File: config.mk
export PLATFORM = sky130hd
export DESIGN_NAME = ibcs_device_flat
export DESIGN_NICKNAME = d
export VERILOG_FILES = /design/src/rtl/ibcs_pkg.sv /design/src/rtl/ibcs_if.sv /design/src/rtl/ibcs_device.sv /design/src/flat_wrapper.sv
export SDC_FILE = /design/constraint.sdc
export NUM_CORES = 1
export LEC_CHECK = 0
export BUFFER_PORTS_ARGS = -buffer_cell sky130_fd_sc_hd__buf_2
export CAP_MARGIN = 0
export CORE_MARGIN = 8
export CORE_UTILIZATION = 25
export CTS_BUF_LIST = sky130_fd_sc_hd__clkbuf_8
export DETAILED_ROUTE_END_ITERATION = 10
export PLACE_DENSITY_LB_ADDON = 0.3
export SLEW_MARGIN = 20
export SYNTH_ARGS = -nofsm -noshare
export SYNTH_HDL_FRONTEND = slang
export SYNTH_SLANG_ARGS = --single-unit
File: constraint.sdc
create_clock -name clk_sys -period 3.18 [get_ports clk_sys]
set_input_delay 0.636 -clock clk_sys [delete_from_list [all_inputs] [get_ports clk_sys]]
set_output_delay 0.636 -clock clk_sys [all_outputs]
set_load 0.03 [all_outputs]
File: src/rtl/ibcs_pkg.sv
// package: shared constants and types for the inter-bank command scheduler
package ibcs_pkg;
   localparam int             NUM_BANKS       = 8;
   localparam int             BANK_W          = 3;
   localparam int             ADDR_W          = 15;
   localparam int             AP_BIT          = 10;
   localparam int             CNT_W           = 8;
   localparam int             CLK_PERIOD_PS   = 20000;
   // timings in ps, counts derived by rounding up
   localparam int             WTR_PS          = 7500;
   localparam int             RP_PS           = 12500;
   localparam int             RCD_PS          = 12500;
   localparam int             WR_PS           = 15000;
   localparam int             XSNR_PS         = 137500;
   localparam int             WTR_RAW         = (WTR_PS + CLK_PERIOD_PS - 1) / CLK_PERIOD_PS;
   localparam int             WTR_CYC         = (WTR_RAW > 2) ? WTR_RAW : 2;
   localparam int             RP_CYC          = (RP_PS + CLK_PERIOD_PS - 1) / CLK_PERIOD_PS;
   localparam int             RCD_CYC         = (RCD_PS + CLK_PERIOD_PS - 1) / CLK_PERIOD_PS;
   localparam int             WR_CYC          = (WR_PS + CLK_PERIOD_PS - 1) / CLK_PERIOD_PS;
   localparam int             XSNR_CYC        = (XSNR_PS + CLK_PERIOD_PS - 1) / CLK_PERIOD_PS;
   localparam int             READ_LAT        = 5;
   localparam int             BURST_LEN       = 8;
   localparam int             ONE_CLK         = 1;
   localparam int             RD_TO_WR_EXTRA  = 2;
   // command codes {ras_n, cas_n, we_n}
   typedef enum logic [2:0] {
      IBCS_CMD_ACT  = 3'h3,
      IBCS_CMD_RD   = 3'h5,
      IBCS_CMD_WR   = 3'h4,
      IBCS_CMD_PRE  = 3'h2,
      IBCS_CMD_REF  = 3'h1,
      IBCS_CMD_LMR  = 3'h0,
      IBCS_CMD_NOP  = 3'h7
   } ibcs_cmd_type;
   // per-bank state, gray in the listed order idle, activating, active, read, write, read-ap, write-ap, precharge
   typedef enum logic [2:0] {
      IBCS_IDLE    = 3'h0,
      IBCS_ACTING  = 3'h1,
      IBCS_ACTIVE  = 3'h3,
      IBCS_READ    = 3'h2,
      IBCS_WRITE   = 3'h6,
      IBCS_RD_AP   = 3'h7,
      IBCS_WR_AP   = 3'h5,
      IBCS_PRECH   = 3'h4
   } ibcs_bank_type;
endpackage

File: src/rtl/ibcs_if.sv
// interface: command pins between controller and memory device
`timescale 1ns/1ps
interface ibcs_if;
   logic                         cke;
   logic                         cs_n;
   logic                         ras_n;
   logic                         cas_n;
   logic                         we_n;
   logic [ibcs_pkg::BANK_W-1:0]  ba;
   logic [ibcs_pkg::ADDR_W-1:0]  addr;
   modport ctrl (output cke, cs_n, ras_n, cas_n, we_n, ba, addr);
   modport dev  (input  cke, cs_n, ras_n, cas_n, we_n, ba, addr);
endinterface

File: src/rtl/ibcs_device.sv
// device end: decodes commands and tracks per-bank state
`timescale 1ns/1ps
// how this end behaves:
// - watches the command pins the way the memory does, one decode per rising edge
// - decodes only while clock enable has been high on this edge and the one before
// - a self-refresh exit pulse blocks decoding until the exit delay drains
// - deselect and nop start nothing; whatever a bank is doing runs on
// - the bank pins name the bank a command acts on, or the register a mode load writes
// - every bank has its own state and down counter, so banks never wait on each other
// - a burst or an auto-precharge in one bank leaves commands to the others untouched
// - read with auto-precharge enters precharge once its burst data is out
// - write with auto-precharge enters precharge once write recovery is over
// - a precharge behind a read still bursting waits for the data before going idle
// - each decoded command shows for one clock on cmd_valid with its code and bank
// - mode load also pulses mode_load with the selected register
// limitation: the device trusts the controller; an illegal sequence is decoded as sent,
// and keeping read and write data apart on the shared bus is left to the controller
// trade-off: one counter per bank costs a few flops but keeps every bank independent
// Contract
// - decode only with cke high two edges
// - rules pair one bank with others
// - deselect or nop starts nothing new
// - idle bank imposes no restriction
// - decode act read write precharge
// - active or bursting bank allows others
// - idle after precharge, trp, read done
// - active after activate plus activate_to_column_delay
// - read/write state until burst ends
// - auto-precharge splits access, precharge
// - read ap precharges at earliest point
// - write ap precharges after write recovery
// - accept other banks during auto-precharge
// - controller avoids data bus collisions
// - refresh and mode load all idle
// - controller issues only permitted combinations
// - read/write entries cover both variants
// - write after read burst completes
// - turnaround is max of two, ratio
// - delays after write with auto-precharge
// - delays after read with auto-precharge
// - sample pins on rising edge
// - bank address selects bank or register
module ibcs_device #(
   parameter int XSNR_CYCLES = ibcs_pkg::XSNR_CYC
) (
   input  wire logic                                  clk_sys,
   input  wire logic                                  rst_n,
   ibcs_if.dev                                        mem,
   input  wire logic                                  self_refresh_exit,
   output logic [ibcs_pkg::NUM_BANKS-1:0][2:0]        bank_state,
   output logic                                       all_idle,
   output logic                                       cmd_valid,
   output logic [2:0]                                 cmd_code,
   output logic [ibcs_pkg::BANK_W-1:0]                cmd_bank,
   output logic                                       mode_load,
   output logic [ibcs_pkg::BANK_W-1:0]                mode_sel
);
   import ibcs_pkg::*;

   // ------------------------------------------------------------------
   // state record and per-bank counts
   // ------------------------------------------------------------------
   // a bank's counter is the time left in its current state; the state moves on
   // only when the counter is zero, and a new command to that bank reloads both
   // at once, so no bank ever reads or writes another bank's fields
   typedef struct packed {
      logic                              cke_prev;
      logic [15:0]                       xsnr_cnt;
      ibcs_bank_type [NUM_BANKS-1:0]     st;
      logic [NUM_BANKS-1:0][CNT_W-1:0]   cnt;
      logic                              all_idle;
      logic                              cmd_valid;
      logic [2:0]                        cmd_code;
      logic [BANK_W-1:0]                 cmd_bank;
      logic                              mode_load;
      logic [BANK_W-1:0]                 mode_sel;
   } ibcs_dev_type;

   // clocks spent in each state, counted from the edge that takes the command
   localparam logic [CNT_W-1:0] RD_BURST = CNT_W'(BURST_LEN / 2);
   localparam logic [CNT_W-1:0] WR_BURST = CNT_W'(READ_LAT - 1 + BURST_LEN / 2);
   localparam logic [CNT_W-1:0] WR_REC   = CNT_W'(READ_LAT - 1 + BURST_LEN / 2 + WR_CYC);
   localparam logic [CNT_W-1:0] RP_CNT   = CNT_W'(RP_CYC);
   localparam logic [CNT_W-1:0] RCD_CNT  = CNT_W'(RCD_CYC);

   ibcs_dev_type     r;
   ibcs_dev_type     next_r;
   logic             enabled;
   logic [2:0]       code;
   logic             ap;
   logic [CNT_W-1:0] pre_hold;

   // ------------------------------------------------------------------
   // command decode and bank state update
   // ------------------------------------------------------------------
   always_comb begin
      next_r          = r;
      next_r.cke_prev = mem.cke;
      // exit delay: nothing is decoded until this counter drains
      if (r.xsnr_cnt != 16'h0000) begin
         next_r.xsnr_cnt = r.xsnr_cnt - 16'h0001;
      end
      if (self_refresh_exit) begin
         next_r.xsnr_cnt = 16'(XSNR_CYCLES);
      end
      // an exit pulse on the same edge as a command wins and the command is dropped
      enabled = r.cke_prev && mem.cke && (r.xsnr_cnt == 16'h0000) && !self_refresh_exit;
      code    = {mem.ras_n, mem.cas_n, mem.we_n};
      ap      = mem.addr[AP_BIT];
      // a precharge must not cut a read burst still leaving the bank; it waits
      // out whatever is longer, the burst tail or the row-precharge time
      pre_hold = RP_CNT;
      if ((r.st[mem.ba] == IBCS_READ || r.st[mem.ba] == IBCS_RD_AP) && r.cnt[mem.ba] > RP_CNT) begin
         pre_hold = r.cnt[mem.ba];
      end
      // every bank advances on its own; commands to bank m never disturb bank n
      // a bank leaves a timed state on the clock after its counter has drained
      for (int b = 0; b < NUM_BANKS; b++) begin
         if (r.cnt[b] != '0) begin
            next_r.cnt[b] = r.cnt[b] - 1'b1;
         end else begin
            case (r.st[b])
               IBCS_ACTING: next_r.st[b] = IBCS_ACTIVE;
               IBCS_READ:   next_r.st[b] = IBCS_ACTIVE;
               IBCS_WRITE:  next_r.st[b] = IBCS_ACTIVE;
               IBCS_RD_AP, IBCS_WR_AP: begin
                  // access period over, the precharge period starts here
                  next_r.st[b]  = IBCS_PRECH;
                  next_r.cnt[b] = RP_CNT;
               end
               IBCS_PRECH:  next_r.st[b] = IBCS_IDLE;
               default:     next_r.st[b] = r.st[b];
            endcase
         end
      end
      // report pulses drop back every clock unless a command is taken
      next_r.cmd_valid = 1'b0;
      next_r.mode_load = 1'b0;
      // deselect and nop leave every bank running
      if (enabled && !mem.cs_n && code != IBCS_CMD_NOP) begin
         next_r.cmd_valid = 1'b1;
         next_r.cmd_code  = code;
         next_r.cmd_bank  = mem.ba;
         case (code)
            IBCS_CMD_ACT: begin
               next_r.st[mem.ba]  = IBCS_ACTING;
               next_r.cnt[mem.ba] = RCD_CNT;
            end
            IBCS_CMD_RD: begin
               // the ap bit picks the variant; both share the burst count
               next_r.st[mem.ba]  = ap ? IBCS_RD_AP : IBCS_READ;
               next_r.cnt[mem.ba] = RD_BURST;
            end
            IBCS_CMD_WR: begin
               next_r.st[mem.ba]  = ap ? IBCS_WR_AP : IBCS_WRITE;
               // with ap the bank also waits out write recovery before precharging
               next_r.cnt[mem.ba] = ap ? WR_REC : WR_BURST;
            end
            IBCS_CMD_PRE: begin
               next_r.st[mem.ba]  = IBCS_PRECH;
               next_r.cnt[mem.ba] = pre_hold;
            end
            IBCS_CMD_LMR: begin
               // a mode load touches no bank; the bank pins pick the register
               next_r.mode_load = 1'b1;
               next_r.mode_sel  = mem.ba;
            end
            default: ;
         endcase
      end
      // built from the next state so it lines up with bank_state
      next_r.all_idle = 1'b1;
      for (int b = 0; b < NUM_BANKS; b++) begin
         if (next_r.st[b] != IBCS_IDLE) begin
            next_r.all_idle = 1'b0;
         end
      end
   end

   // ------------------------------------------------------------------
   // state register
   // ------------------------------------------------------------------
   always_ff @(posedge clk_sys or negedge rst_n) begin
      // reset leaves every bank idle; all_idle is the one field that resets high
      if (!rst_n) begin
         r          <= '0;
         r.all_idle <= 1'b1;
      end else begin
         r <= next_r;
      end
   end

   // ------------------------------------------------------------------
   // outputs, all straight from the state register
   // ------------------------------------------------------------------
   // one lane per bank; the enum is flattened to its three code bits
   for (genvar g = 0; g < NUM_BANKS; g++) begin : g_bank_out
      assign bank_state[g] = r.st[g];
   end
   // command report stands for one clock after the edge that took the command
   assign all_idle  = r.all_idle;
   assign cmd_valid = r.cmd_valid;
   assign cmd_code  = r.cmd_code;
   assign cmd_bank  = r.cmd_bank;
   assign mode_load = r.mode_load;
   assign mode_sel  = r.mode_sel;
endmodule

File: src/flat_wrapper.sv
// flat-port wrapper written by rule: the top's interface ports become plain ports
module ibcs_device_flat import ibcs_pkg::*;
#(
   parameter int XSNR_CYCLES = ibcs_pkg::XSNR_CYC
)
  (clk_sys, rst_n, self_refresh_exit, bank_state, all_idle, cmd_valid, cmd_code, cmd_bank, mode_load, mode_sel, mem_cke, mem_cs_n, mem_ras_n, mem_cas_n, mem_we_n, mem_ba, mem_addr);
  ibcs_if mem_i ();
  input  wire logic clk_sys;
  input  wire logic rst_n;
  input  wire logic self_refresh_exit;
  output logic [ibcs_pkg::NUM_BANKS-1:0][2:0] bank_state;
  output logic all_idle;
  output logic cmd_valid;
  output logic [2:0] cmd_code;
  output logic [ibcs_pkg::BANK_W-1:0] cmd_bank;
  output logic mode_load;
  output logic [ibcs_pkg::BANK_W-1:0] mode_sel;
  input wire logic [$bits(mem_i.cke)-1:0] mem_cke;
  input wire logic [$bits(mem_i.cs_n)-1:0] mem_cs_n;
  input wire logic [$bits(mem_i.ras_n)-1:0] mem_ras_n;
  input wire logic [$bits(mem_i.cas_n)-1:0] mem_cas_n;
  input wire logic [$bits(mem_i.we_n)-1:0] mem_we_n;
  input wire logic [$bits(mem_i.ba)-1:0] mem_ba;
  input wire logic [$bits(mem_i.addr)-1:0] mem_addr;
  assign mem_i.cke = mem_cke;
  assign mem_i.cs_n = mem_cs_n;
  assign mem_i.ras_n = mem_ras_n;
  assign mem_i.cas_n = mem_cas_n;
  assign mem_i.we_n = mem_we_n;
  assign mem_i.ba = mem_ba;
  assign mem_i.addr = mem_addr;
  ibcs_device #(.XSNR_CYCLES(XSNR_CYCLES)) u_core (.clk_sys(clk_sys), .rst_n(rst_n), .mem(mem_i), .self_refresh_exit(self_refresh_exit), .bank_state(bank_state), .all_idle(all_idle), .cmd_valid(cmd_valid), .cmd_code(cmd_code), .cmd_bank(cmd_bank), .mode_load(mode_load), .mode_sel(mode_sel));
endmodule
==> flow_metrics.tcl, run 1 <==
set metrics [dict create \
    finalWirelength_um 26600 \
    yosys_warnings 0 \
    synth_top_area_share 0.372 \
    start_util 0.254 \
    skew_ns 0.0165 \
    r2r_start "u_core.r[100]" \
    setup_viol 0 \
    cts-htree-levels 4 \
    critPathRequiredTime_ns 3.57 \
    vias 7052 \
    grt_setup_unrepaired "no" \
    detail_route.iter0.violations 602 \
    synth.top_cells.by_area "dfrtp_1, a21oi_1, nor2_1" \
    clk_path_buf_depth 2 \
    synth-seq-cells 117 \
    synth_top_family_by_area "simple AND/OR/NAND/NOR gates" \
    die_w_um 193 \
    cts_buffers 17 \
    cp_num_cells 10 \
    syn_nets 935 \
    rr_endpoint "u_core.all_idle" \
    core_um2 30700 \
    drive_gt1_frac 0.212 \
    place.gp.congestion 0.906 \
    yosysSeqAreaShare 0.376 \
    power_density_nw_per_um2 684 \
    grt_pass1_vias 6770 \
    critPathArrivalTime_ns 3.39 \
    crit_path_end_kind "flip-flop" \
    die-area_um2 37100 \
    rows 64 \
    synthSimpleGateAreaFrac 0.249 \
    grt_max_degree 54 \
    ir_drop_v 0.000242 \
    maxCapViolCount 0 \
    slew_violations 0 \
    synth_compound_area_frac 0.156 \
    synth_xor_xnor_area_share 0.0528 \
    synth_edf_count 0 \
    worstSetupPathType "flip-flop to flip-flop" \
    num_io_pins 62 \
    critical_path.top_delay_family "simple AND/OR/NAND/NOR gates" \
    syn_to_final_growth_pct 16.7 \
    grt_antenna_before_repair 1 \
    totalPowerFinal_mw 6.22 \
    cts_tree "yes" \
    fmax_mhz 333 \
    final_antenna_net_count 0 \
    synthAdderAreaFrac 0.0241 \
    slew_headroom 0.499 \
    syn_area_per_cell_um2 8.72 \
    portBuffers 47 \
    leakagePower_nw 3.99 \
    gr-usage-all-layers 0.145 \
    r2r_cells 10 \
    clk-insertion-delay-late_ns 0.47 \
    synthMuxAreaShare 0.0779 \
    clk_pin_slew_ns 0.08 \
    period_share 0.944 \
    tightest_slew_ns 0.752 \
    die_y_um 193 \
    period_needed_ns 3.00 \
    dp_hpwl_um 20800 \
    wl_per_cell_um 19.3 \
    critical_path.endpoint "u_core.all_idle" \
    synth_cells 894 \
    async_flop_share 1.00 \
    hp-class "input port to async pin" \
    crit_chain "inv_1 > ha_1 > nor3b_2 > nand4_2 > nor2_1 > and3_1 > o32ai_1 > nor4_1 > nor4b_2 > and4_1" \
    synthFlopType "dfrtp_1" \
    synth.cell_area_um2 7790 \
    cts_resized 0 \
    vias_per_cell 5.13 \
    cts_root_buf "clkbuf_8" \
    startpoint "u_core.r[100]" \
    status "finished clean" \
    crit_buf_inv 1 \
    dr.pass1.iters 7 \
    start_kind "flip-flop" \
    ys_types 72 \
    drc 0 \
    whs_ns 0.237 \
    slowest_stage "dfrtp_1" \
    yosysTopAreaCell "dfrtp_1" \
    cts_setup_buffers 0 \
    ctsHoldBuffers 0 \
    cp_slowest_stage_delay_ns 0.41 \
    overflow 0 \
    grt_first_pass_wirelength_um 40900 \
    clock_sinks 117 \
    nets 1007 \
    crit_path_max_fanout 6 \
    reg2reg_slack_ns 0.18 \
    finalHoldViolations 0 \
]
-- power breakdown --
part / internal, mW / switching (mW)
logic: 1.03 / 1.22
clock network: 0.643 / 0.698
registers: 1.93 / 0.692
total: 3.61 / 2.61
-- registers in the layout, indices dropped and copies added, names as in the netlist --
name,cells
u_core.cmd_code,3
u_core.cmd_bank,3
u_core.bank_state,24
u_core.all_idle,1
u_core.cmd_valid,1
u_core.r,81
u_core.mode_load,1
u_core.mode_sel,3
-- metal layers --
layer  vias to the layer above  GRT usage  wire [um]
met5                         -          0          0
met4                         0     0.0482        575
met3                        39     0.0340       1640
met2                       215      0.233      12500
met1                      3474      0.190      11800
li1                       3324          -          -
-- final cells by class --
cell class	instances	area, um^2
fill	3286	21600
sequential	117	2930
tap	396	495
timing repair buffer	119	816
multi-input combinational	682	4370
antenna	1	2.50
clock inverter	13	125
clock buffer	18	248
inverter	29	109
-- per-stage QoR --
step / instances / TNS (ns) / worst slack [ns] / cell area [um^2] / utilization
after floorplan: 894 / 0 / 0.296 / 7790 / -
after global placement: 1343 / -0.886 / -0.160 / 8710 / 0.284
after detailed placement: 1343 / -1.03 / -0.188 / 8710 / 0.284
after CTS: 1374 / 0 / 0.233 / 9080 / 0.296
after global routing: 1375 / 0 / 0.0718 / 9090 / 0.296
final: 1375 / 0 / 0.179 / 9090 / 0.296
-- kinds of logic (layout without fill, tap and decap cells) --
logic type,after synthesis,in the layout
compound gates,209,209
xor+xnor,47,47
fa+ha+maj,15,15
buf+inv,95,179
flops,117,117
mux,37,37
other cells,0,1
simple gates,374,374
-- synthesized netlist by cell type (7+ instances only) --
library cell  instances
dfrtp_1             116
nor2_1              116
a21oi_1              96
nand2_1              84
o21ai_0              48
buf_4                34
nor3_1               30
inv_1                29
nand3_1              29
xor2_1               26
xnor2_1              21
mux4_2               18
clkbuf_1             17
and3_1               16
nor4_1               16
ha_1                 15
buf_2                14
nand2b_1             13
mux2i_1              10
or3_1                10
a31oi_1               9
mux2_2                9
nor2b_1               8
o21ai_1               7
o31ai_1               7
-- worst min-delay path by stage --
| stage | start | slack (ns) | end | depth (start not counted) |
|---|---|---|---|---|
| 2_1_floorplan | rst_n | 0.34 | u_core.bank_state[0] | 0 |
| 3_3_place_gp | u_core.r[100] | 0.47 | u_core.r[100] | 1 |
| 3_5_place_dp | u_core.r[100] | 0.47 | u_core.r[100] | 1 |
| 4_1_cts | rst_n | 0.23 | u_core.r[116] | 1 |
| 5_1_grt | mem_cke | 0.26 | u_core.r[116] | 1 |
| 6_report | rst_n | 0.24 | u_core.r[43] | 1 |
-- placed cells by master (no fill, tap or decap), drive strengths merged, types with 10 or more instances in the layout --
| cell type | n |
|---|---|
| nor2 | 116 |
| nor3 | 31 |
| nand3 | 29 |
| and3 | 16 |
| a21oi | 96 |
| ha | 15 |
| inv | 33 |
| xor2 | 26 |
| buf | 119 |
| or3 | 11 |
| nand2 | 85 |
| nor4 | 24 |
| o21ai | 56 |
| a31oi | 10 |
| xnor2 | 21 |
| clkbuf | 18 |
| nand2b | 13 |
| mux2i | 10 |
| dfrtp | 116 |
| mux4 | 18 |
Power figures use the tool's default switching activity.
==> run 2, diff against run 1 <==
- CORE_MARGIN: 8 -> 1.5
- CTS_BUF_LIST: sky130_fd_sc_hd__clkbuf_8 -> unset
==> flow_metrics.tcl, run 2 (synthesis results as in run 1) <==
set metrics [dict create \
    skew_ns 0.0165 \
    whs_ns 0.130 \
    cts_root_buf "clkbuf_16" \
    crit_top_cell "o21ai_1" \
    start_util 0.254 \
    wl_per_cell_um 19.1 \
    largest_reg_flops 81 \
    vias 6976 \
    tightest_slew_ns 1.00 \
    final_antenna_net_count 0 \
    clk_pin_slew_ns 0.06 \
    grt_max_degree 46 \
    power_density_nw_per_um2 724 \
    finalHoldViolations 0 \
    crit_chain "inv_1 > ha_1 > nor3b_2 > nand4_2 > or3_1 > or2_4 > o21ai_1 > o21ai_1 > nor4_1 > and4_1" \
    cts_tree "yes" \
    overflow 0 \
    n_fill_cell 3240 \
    crit_path_end_kind "flip-flop" \
    cts_setup_buffers 0 \
    final_core_util 0.303 \
    worstSetupPathType "flip-flop to flip-flop" \
    num_io_pins 62 \
    slowest_stage "or3_1" \
    period_share 0.914 \
    status "finished clean" \
    layout.cells.non_filler 1379 \
    antenna_cells 0 \
    drive_gt1_frac 0.214 \
    core_um2 30700 \
    final_area_um2 9280 \
    clk-insertion-delay-late_ns 0.44 \
    cp_slowest_stage_delay_ns 0.45 \
    die-area_um2 32200 \
    drc 0 \
    grt_first_pass_wirelength_um 41100 \
    detail_route.iter0.violations 587 \
    portBuffers 47 \
    crit_path_max_fanout 6 \
    start_kind "flip-flop" \
    syn_to_final_growth_pct 19.1 \
    dp_hpwl_um 20700 \
    maxCapViolCount 0 \
    postPlaceCellArea_um2 8730 \
    grt_pass1_vias 6873 \
    max_flop_register "u_core.r" \
    place.gp.congestion 0.908 \
    critPathRequiredTime_ns 3.55 \
    dp_cells 1347 \
    cts-htree-levels 4 \
    ir_drop_v 0.000326 \
    clk_path_buf_depth 2 \
    leakagePower_nw 4.08 \
    clock_sinks 117 \
    grt_antenna_before_repair 0 \
    mostFrequentLayoutCells "nor2_1, dfrtp_1, a21oi_1" \
    dr.pass1.iters 5 \
    fmax_mhz 344 \
    ctsHoldBuffers 0 \
    period_needed_ns 2.91 \
    vias_per_cell 5.06 \
    gr-usage-all-layers 0.166 \
    slew_headroom 0.326 \
    cts_resized 0 \
    die_w_um 180 \
    grt_setup_unrepaired "no" \
    cts_buffers 17 \
    slew_violations 0 \
    finalWirelength_um 26300 \
    nets 1011 \
    rows 64 \
    setup_viol 0 \
    die_y_um 180 \
    hp-class "input port to async pin" \
    critPathArrivalTime_ns 3.27 \
]
-- run 2: cell types whose count changed in the layout (fill, tap and decap cells not counted), sizes merged --
cell | previous run | this run
diode | 1 | 0
clkinv | 6 | 4
clkinvlp | 2 | 3
buf | 119 | 123
inv | 33 | 36
bufinv | 1 | 0
-- run 2: per-layer routing --
layer,GRT usage,up-vias,part of all wire
li1,-,3347,-
met1,0.228,3370,0.46
met2,0.261,206,0.46
met3,0.0296,53,0.051
met4,0.0617,0,0.027
met5,0,-,0
-- run 2: critical path, delay by kind of cell, from the launching register on --
kind                     cells  cell delay, ns
adder cells (fa/ha/maj)      1            0.17
buffers and inverters        1            0.13
AO/OA/AOI/OAI                2            0.28
AND/OR/NAND/NOR              6            1.85
flip-flops                   1            0.40
-- run 2: final timing paths --
check | slack, ns | depth (start not counted) | startpoint | endpoint
max in group asynchronous | 2.34 | 2 | rst_n | u_core.all_idle
min in group clk_sys | 0.32 | 1 | mem_cke | u_core.r[116]
worst max-delay path | 0.27 | 10 | u_core.r[100] | u_core.all_idle
worst min-delay path | 0.13 | 1 | rst_n | u_core.bank_state[15]
worst max register to register | 0.27 | 10 | u_core.r[100] | u_core.all_idle
worst min register to register | 0.48 | 1 | u_core.r[100] | u_core.r[100]
-- run 2: layout make-up --
| type | count | area (um^2) | share of cell area |
|---|---|---|---|
| sequential | 117 | 2930 | 0.316 |
| tap | 396 | 495 | 0.0534 |
| timing repair buffer | 123 | 833 | 0.0898 |
| inverter | 29 | 109 | 0.0117 |
| clock buffer | 18 | 429 | 0.0463 |
| multi-input combinational | 682 | 4360 | 0.470 |
| clock inverter | 14 | 120 | 0.0129 |
-- run 2: metrics by stage --
stage,TNS [ns],power [mW],setup slack (ns)
after global routing,0,7.20,0.0496
after CTS,0,6.74,0.295
after floorplan,0,4.14,0.296
after global placement,-0.331,4.85,-0.0630
final,0,6.72,0.274
after detailed placement,-0.268,4.89,-0.0526
-- run 2: report_power, final --
part	switching [mW]	internal (mW)	leakage [nW]
registers	0.676	1.93	1.46
clock network	0.806	1.02	0.262
logic	1.24	1.04	2.36
